--- config.mk ---
export PLATFORM = sky130hd
export DESIGN_NAME = bhcp_ctrl
export DESIGN_NICKNAME = d
export VERILOG_FILES = /design/src/core/bhcp_pkg.sv /design/src/core/bhcp_prescaler.sv /design/src/core/bhcp_ctrl.sv
export SDC_FILE = /design/constraint.sdc
export NUM_CORES = 1
export LEC_CHECK = 0
export BUFFER_PORTS_ARGS = -buffer_cell sky130_fd_sc_hd__buf_2
export CAP_MARGIN = 20
export CORE_ASPECT_RATIO = 0.75
export CORE_MARGIN = 2
export CORE_UTILIZATION = 35
export DETAILED_ROUTE_END_ITERATION = 10
export PLACE_DENSITY_LB_ADDON = 0.3
export SLEW_MARGIN = 20
export SYNTH_ARGS = -nofsm -noshare
export SYNTH_HDL_FRONTEND = slang
export SYNTH_SLANG_ARGS = --single-unit
--- constraint.sdc ---
create_clock -name clk -period 1.3 [get_ports clk]
set_input_delay 0.065 -clock clk [delete_from_list [all_inputs] [get_ports clk]]
set_output_delay 0.065 -clock clk [all_outputs]
set_load 0.02 [all_outputs]
--- src/core/bhcp_pkg.sv ---
// package: register map, field layout and reset values of the bridge control/prescaler register
// ==========================================================
// Overview of operation
// - read-only ratio field shows strap at reset release
// - speculative bit set: request after lock retry
// - speculative bit clear: request only while pending
// - write lock threshold: mode, immediate, full
// - read lock threshold: mode, immediate, below line
package bhcp_pkg;
  // ==========================================================
  // register map
  localparam logic [11:0] BHCP_CTRL_OFFSET = 12'h010;
  // ==========================================================
  // field positions inside the 32-bit word (bit 0 is the lsb)
  localparam int BHCP_RATIO_LSB = 24;
  localparam int BHCP_SPEC_BIT = 20;
  localparam int BHCP_WLT_LSB = 18;
  localparam int BHCP_RLT_LSB = 16;
  localparam int BHCP_ADJ_LSB = 0;
  // ==========================================================
  // reset values
  localparam logic BHCP_SPEC_RESET = 1'h1;
  localparam logic [1:0] BHCP_WLT_RESET = 2'h0;
  localparam logic [1:0] BHCP_RLT_RESET = 2'h0;
  localparam logic [7:0] BHCP_ADJ_RESET = 8'h9C;
  localparam logic [7:0] BHCP_ADJ_WRAP = 8'hFF;
  localparam logic [2:0] BHCP_RATIO_RESET = 3'h0;
  // ==========================================================
  // threshold selections
  typedef enum logic [1:0]
  {
    BHCP_THR_MODE = 2'b00,
    BHCP_THR_IMMEDIATE = 2'b01,
    BHCP_THR_LIMIT = 2'b10,
    BHCP_THR_LIMIT2 = 2'b11
  } bhcp_thr_e;
  // fifo status delivered by the bridge datapath
  typedef struct packed
  {
    logic writeFull;
    logic writeAtMode;
    logic readBelowLine;
    logic readAtMode;
  } bhcp_fifo_s;
endpackage

--- src/core/bhcp_prescaler.sv ---
// module: time base prescaler counting up from the adjust value
module bhcp_prescaler
  import bhcp_pkg::*;
(
  // clock and reset
  input wire logic clk,
  input wire logic rst_n,
  // adjust value and tick
  input wire logic [7:0] adjustValue,
  output logic tick
);
  logic [7:0] count_reg;

  // ==========================================================
  // counter
  always_ff @(posedge clk)
  begin
    if (!rst_n)
    begin
      count_reg <= BHCP_ADJ_RESET;
      tick <= 1'b0;
    end
    else if (count_reg == BHCP_ADJ_WRAP)
    begin
      count_reg <= adjustValue;
      tick <= 1'b1;
    end
    else
    begin
      count_reg <= count_reg + 8'h01;
      tick <= 1'b0;
    end
  end
endmodule

--- src/core/bhcp_ctrl.sv ---
// module: control-status and prescaler adjust register with APB slave
module bhcp_ctrl
  import bhcp_pkg::*;
(
  // clock and reset
  input wire logic clk,
  input wire logic rst_n,
  // apb slave
  input wire logic psel,
  input wire logic penable,
  input wire logic pwrite,
  input wire logic [11:0] paddr,
  input wire logic [31:0] pwdata,
  output logic [31:0] prdata,
  output logic pready,
  output logic pslverr,
  // clock ratio strap
  input wire logic [2:0] ratioStrap,
  // request control
  input wire logic txnPending,
  input wire logic lockRetried,
  output logic pciRequest,
  // lock resolution
  input wire bhcp_fifo_s fifoStatus,
  input wire logic lockContend,
  output logic writeLockRetry,
  output logic readLockRetry,
  // time base
  output logic timeBaseTick
);
  logic [2:0] ratio_reg;
  logic strapDone_reg;
  logic spec_reg;
  logic [1:0] wlt_reg;
  logic [1:0] rlt_reg;
  logic [7:0] adj_reg;
  logic specArmed_reg;
  logic writeHit;
  logic readHit;
  logic access;
  logic hit;
  logic writeStrobe;
  logic [31:0] readWord;
  logic prescTick;

  assign access = psel && penable && !pready;
  assign hit = (paddr == BHCP_CTRL_OFFSET);
  // a write lands only on the edge where the master also sees pready high
  assign writeStrobe = psel && penable && pready && pwrite && hit;

  // ==========================================================
  // ratio captured by the first clocked edge after reset release
  always_ff @(posedge clk)
  begin
    if (!rst_n)
    begin
      ratio_reg <= BHCP_RATIO_RESET;
      strapDone_reg <= 1'b0;
    end
    else if (!strapDone_reg)
    begin
      ratio_reg <= ratioStrap;
      strapDone_reg <= 1'b1;
    end
  end

  // ==========================================================
  // writable fields; one wait state makes pready a flop
  always_ff @(posedge clk)
  begin
    if (!rst_n)
    begin
      spec_reg <= BHCP_SPEC_RESET;
      wlt_reg <= BHCP_WLT_RESET;
      rlt_reg <= BHCP_RLT_RESET;
      adj_reg <= BHCP_ADJ_RESET;
    end
    else if (writeStrobe)
    begin
      spec_reg <= pwdata[BHCP_SPEC_BIT];
      wlt_reg <= pwdata[BHCP_WLT_LSB +: 2];
      rlt_reg <= pwdata[BHCP_RLT_LSB +: 2];
      adj_reg <= pwdata[BHCP_ADJ_LSB +: 8];
    end
  end

  always_comb
  begin
    readWord = 32'h0000_0000;
    readWord[BHCP_RATIO_LSB +: 3] = ratio_reg;
    readWord[BHCP_SPEC_BIT] = spec_reg;
    readWord[BHCP_WLT_LSB +: 2] = wlt_reg;
    readWord[BHCP_RLT_LSB +: 2] = rlt_reg;
    readWord[BHCP_ADJ_LSB +: 8] = adj_reg;
  end

  // answer flops: each stands for the single ready cycle only
  always_ff @(posedge clk)
  begin
    if (!rst_n)
    begin
      pready <= 1'b0;
    end
    else
    begin
      pready <= access;
    end
  end

  always_ff @(posedge clk)
  begin
    if (!rst_n)
    begin
      pslverr <= 1'b0;
    end
    else
    begin
      pslverr <= access && !hit;
    end
  end

  always_ff @(posedge clk)
  begin
    if (!rst_n)
    begin
      prdata <= 32'h0000_0000;
    end
    else
    begin
      prdata <= (access && !pwrite && hit) ? readWord : 32'h0000_0000;
    end
  end

  // ==========================================================
  // pci request; a retry arms speculation until the bus is asked again
  always_ff @(posedge clk)
  begin
    if (!rst_n)
    begin
      specArmed_reg <= 1'b0;
    end
    else if (!spec_reg)
    begin
      specArmed_reg <= 1'b0;
    end
    else if (lockRetried)
    begin
      specArmed_reg <= 1'b1;
    end
    else if (txnPending)
    begin
      specArmed_reg <= 1'b0;
    end
  end

  always_ff @(posedge clk)
  begin
    if (!rst_n)
    begin
      pciRequest <= 1'b0;
    end
    else
    begin
      pciRequest <= txnPending || (spec_reg && (specArmed_reg || lockRetried));
    end
  end

  // ==========================================================
  // lock resolution thresholds
  always_comb
  begin
    case (bhcp_thr_e'(wlt_reg))
      BHCP_THR_MODE: writeHit = fifoStatus.writeAtMode;
      BHCP_THR_IMMEDIATE: writeHit = 1'b1;
      BHCP_THR_LIMIT, BHCP_THR_LIMIT2: writeHit = fifoStatus.writeFull;
      default: writeHit = fifoStatus.writeFull;
    endcase
    case (bhcp_thr_e'(rlt_reg))
      BHCP_THR_MODE: readHit = fifoStatus.readAtMode;
      BHCP_THR_IMMEDIATE: readHit = 1'b1;
      BHCP_THR_LIMIT, BHCP_THR_LIMIT2: readHit = fifoStatus.readBelowLine;
      default: readHit = fifoStatus.readBelowLine;
    endcase
  end

  always_ff @(posedge clk)
  begin
    if (!rst_n)
    begin
      writeLockRetry <= 1'b0;
    end
    else
    begin
      writeLockRetry <= lockContend && writeHit;
    end
  end

  always_ff @(posedge clk)
  begin
    if (!rst_n)
    begin
      readLockRetry <= 1'b0;
    end
    else
    begin
      readLockRetry <= lockContend && readHit;
    end
  end

  // ==========================================================
  // time base
  bhcp_prescaler bhcp_prescaler_inst
  (
    .clk(clk),
    .rst_n(rst_n),
    .adjustValue(adj_reg),
    .tick(prescTick)
  );

  always_ff @(posedge clk)
  begin
    if (!rst_n)
    begin
      timeBaseTick <= 1'b0;
    end
    else
    begin
      timeBaseTick <= prescTick;
    end
  end
endmodule

**Word level (Yosys, flattened, before mapping)**

Cells that the tools add are included.

- Memory bits (read-only): 0
- Latch bits: 0
- Flip-flop bits (word level): 65
- Word-level logic and storage cells: 56
- Memory bits (writable): 0
- Output and inout port bits: 38
- Bits of input ports: 59
- Memories: 0

- Bitwise operators: 0
- Muxes and demuxes: 7
- Shift-type cells: 0
- Magnitude comparators: 0
- Div/mod/pow operators: 0
- Reductions and logical operators: 23
- Eq/ne operators: 8
- Multiply operators: 0
- Add/sub/neg operators: 1

Operator list:

| cell | count |
|---|---|
| $eq 12x5->1 const B | 1 |
| $logic_and 1x1->1 | 11 |
| $add 8x1->8 const B | 1 |
| $eq 2x2->1 const B | 4 |
| $eq 8x8->1 const B | 1 |
| $mux 8 | 1 |
| $pmux 1 s3 | 2 |
| $eq 2x1->1 const B | 2 |
| $logic_not 2->1 | 2 |
| $mux 1 | 4 |
| $reduce_and 2->1 | 2 |
| $reduce_or 2->1 | 2 |
| $logic_not 1->1 | 3 |
| $logic_or 1x1->1 | 2 |
| $reduce_bool 2->1 | 1 |

**Logic depth before layout (Yosys ltp)**

- Depth in word-level cells: 5
- Depth in mapped cells: 6
- Gate-level depth less buffers: 4

**Modules after synthesis**

From an unflattened synthesis, not the netlist that was laid out.

- Cells, all modules: 198
- Area, all modules: 2023.2 um^2

By module, submodules not included:

| module | times used | seq. area each (um^2) | cells an instance | area an instance (um^2) |
|---|---|---|---|---|
| bhcp_ctrl | 1 | 800.8 | 149 | 1596.5 |
| bhcp_prescaler | 1 | 180.2 | 49 | 426.7 |

**Least setup slack after synthesis**

Ideal clock, no wire load.

- Path type: flip-flop to flip-flop
- From: reg bhcp_prescaler_inst.count_reg[0]
- To: reg bhcp_prescaler_inst.count_reg[0]
- Setup slack: -0.026 ns
- Data arrival time: 1.240 ns
- Required time: 1.214 ns
- Clock period less this slack: 1.326 ns
- Cell stages (with the launch flop): 5
- Buffers on the path: 0
- Setup time: 0.086 ns
- Path through: dfxtp_1 -> ha_1 -> nand4_1 -> or2_2 -> a211oi_1

- Cells in the longest elaborated chain, start to end: 2
- Elaborated cells between the ends (all ways): 3
- Those cells by class: 1 x add/sub; 1 x eq/ne; 1 x mux

Ends and longest elaborated chain:

| item | line | source |
|---|---|---|
| from (decl) | bhcp_prescaler.sv:12 | `logic [7:0] count_reg;` |
| from (signal assigned) | bhcp_prescaler.sv:25 | `count_reg <= adjustValue;` |
| from (signal assigned) | bhcp_prescaler.sv:30 | `count_reg <= count_reg + 8'h01;` |
| $add 8x1->8 / $eq 8x8->1 (equally long branches) | bhcp_prescaler.sv:30, bhcp_prescaler.sv:23 |  |
| $mux 8 * | bhcp_prescaler.sv:23 | `else if (count_reg == BHCP_ADJ_WRAP)` |

Mark *: on every way between the ends. The rest lies on a longest branch, timed or not.
A chain may end at the register's enable or synchronous reset.

**Worst setup path after layout**

- From: reg bhcp_prescaler_inst.count_reg[2]
- To: reg bhcp_prescaler_inst.count_reg[5]

The elaborated chain is that of the path after synthesis.

==> summary.md <==
| Metric | Value |
|---|---|
| Outcome | `finished clean` |
| DR WL/cell | `between 10 and 15 um` |
| Lkg Pwr | `about 1.1 nW` |
| First-pass GRT wire length | `6.56 mm` |
| Layout cells sized above 1 | `35.5%` |
| Hold Path Class | `primary input to flip-flop` |
| Worst setup SP type | `flip-flop` |
| Die area | `between 0.006 and 0.007 mm2` |
| Post-synthesis sequential area ratio | `about half` |
| Die height | `69.3 um` |
| Fill count | `approximately 540` |
| Placed insts | `339` |
| CTS H-Tree Depth | `2` |
| Tot GR Track Use | `approximately an eighth` |
| Critical path class | `flip-flop to flip-flop` |
| Drt drc | `0` |
| WP data arrival | `approximately 1.5 ns` |
| Maxcap violations | `0` |
| Crit-path max FO | `6` |
| Yosys warns | `0` |
| Num CTS Buffers | `5` |
| Setup tns final | `0 ns` |
| Library cells used by synthesis | `37` |
| Root buf cell | `clkbuf_8` |
| Ant. Diodes | `0` |
| Post-synth EDFFs | `0` |
| Top Ports | `between 90 and 100` |
| Post-Syn Instances | `199` |
| Final WS setup | `0.0256 ns` |
| Hpwl dp | `between 3 and 4 mm` |
| Die Width | `91.0 um` |
| Count of pins over their slew limit | `0` |
| Synth Area per Inst | `9.99 um2` |
| Non-filler instance count after layout | `351` |
| Critical Path Sink Type | `flip-flop` |
| Most used DFF post-synth | `dfxtp_1` |
| Clk buf depth | `2` |
| Async S/R FF share, synth | `0%` |
| Final Hold Fails | `0` |
| CTS tree | `done` |
| Clock sinks | `just under 50` |
| Min cycle time layout | `about 1.3 ns` |
| Cell area after synthesis | `just under 0.002 mm2` |
| Post-route ant nets | `0` |
| Number of global-route vias before repair | `around 1400` |
| CP max-delay cell | `dfxtp_1` |
| Final Util | `a little under half` |
| Critical Path RT | `1.51 ns` |
| Footprint of the multi-input gates | `893 um2` |
| Post-synthesis register bit count | `slightly below 50` |
| Clock transition at path regs | `approximately 0.090 ns` |
| CP Cell Sequence | `nand3_1 > or3_1 > a311oi_1` |
| Pwr per Cell Area | `approximately 1100 mW/mm2` |
| Slowest Stage Delay on Critical Path | `~0.43 ns` |
| RD Place Congestion | `0.866` |
| Via density per instance | `about 4.5` |
| Register area | `~980 um2` |
| Fmax | `approximately 0.78 GHz` |
| First-pass DRT Iterations | `4` |
| Final period util | `a little over nine tenths` |
| Grt total ovfl | `0` |
| I/O Buffers | `61` |
| Max FFs per register | `16` |
| Final-report setup violation count | `0` |
| Syn-to-layout area delta | `29.1%` |
| Pin count of the biggest net entering global routing | `21` |
| Via count | `around 1600` |
| Initial antenna violation count | `0` |
| WL final | `4.19 mm` |
| Layout Nets | `approximately 340` |
| Number of core rows | `23` |
| Core area | `0.00541 mm2` |
| WHS | `about 0.0039 ns` |
| Dpl ws | `-0.00480 ns` |
| Worst skew pair latency | `around 0.3 ns` |
| Initial Util | `between 30 and 40%` |
| Iteration-0 DRC Markers | `between 90 and 100` |
| Clk_skew | `~0.007 ns` |
| Worst VDD drop | `slightly below 0.0004 V` |
| RSZ-0062 raised after global routing | `no` |
cells in the mapped netlist (3+ instances only):
cell type / n / area (um2)
inv_1: 3 / 11.3
mux2i_1: 17 / 170
and4_1: 4 / 35.0
a311oi_1: 3 / 26.3
nand3_1: 3 / 15.0
dfxtp_1: 49 / 981
and2_1: 3 / 18.8
o21ai_0: 5 / 25.0
nor3_1: 7 / 35.0
clkbuf_1: 5 / 18.8
buf_4: 17 / 128
a21oi_1: 6 / 30.0
nor3b_1: 13 / 97.6
nand2_1: 20 / 75.1
nor2_1: 16 / 60.1
stage by stage:
stage                     instance area, um2  total power [W]
after floorplan                         2050          0.00176
after global routing                    2570          0.00306
after detailed placement                2380          0.00184
after global placement                  2380          0.00184
final                                   2570          0.00294
after CTS                               2530          0.00295
cells by family after synthesis:
logic type	share of synthesized area, %
DFF	49.3
and+or+nand+nor	24.9
adders and majority gates	0.629
muxes	8.56
buffers and inverters	10.3
xor gates and xnor gates	0.441
other	0.189
AOI/OAI and AO/OA	5.60
cells in the final DEF, fill, tap and decap left out, types with 6 or more instances in the layout:
cell and instances:
nor2_1 16, clkbuf_8 6, buf_2 61, dfxtp_1 47, mux2i_1 17, buf_4 15, nand2_1 20, a21oi_1 6
nor3b_1 11, conb_1 16, nor3_1 6
critical path, delay by kind of cell (launching register included):
kind / cells / cell delay, ns
flip-flops: 1 / 0.43
AO/OA/AOI/OAI: 1 / 0.25
AND/OR/NAND/NOR: 2 / 0.52
layer usage:
layer,GRT usage [%],wire length [um]
met5,0,0
met4,4.55,55
met2,20.2,1790
met1,16.7,2040
met3,4.13,300
report_power, final:
part	internal [W]	switching, W
registers	0.00153	0.0000236
logic	0.000117	0.000154
clock network	0.000627	0.000485
total	0.00227	0.000663
worst paths after layout:
path,startpoint,to,slack [ns],cells after the start
worst max-delay path,bhcp_prescaler_inst.count_reg[2],bhcp_prescaler_inst.count_reg[5],0.03,3
worst min-delay path,pwdata[1],adj_reg[1],0.004,3
worst max register to register,bhcp_prescaler_inst.count_reg[2],bhcp_prescaler_inst.count_reg[5],0.03,3
worst min register to register,bhcp_prescaler_inst.tick,timeBaseTick,0.47,1
final cells by class:
class	count	area share, %
multi-input cells	136	34.8
well taps	75	3.66
inverters	3	0.439
repair buffers	80	18.2
clock inverters	1	1.17
clock buffers	7	3.36
flip-flops and latches	49	38.3
timing repair:
| action | in CTS | in global routing |
|---|---|---|
| cloned | 0 | 0 |
| hold buffers | 3 | 0 |
| hold endpoints to repair | 3 | 0 |
| buffers inserted | 0 | 1 |
| resized for setup | 3 | 6 |
| endpoints found under the setup margin | 2 | 6 |
| pin swaps | 0 | 2 |
Power figures use the tool's default switching activity.
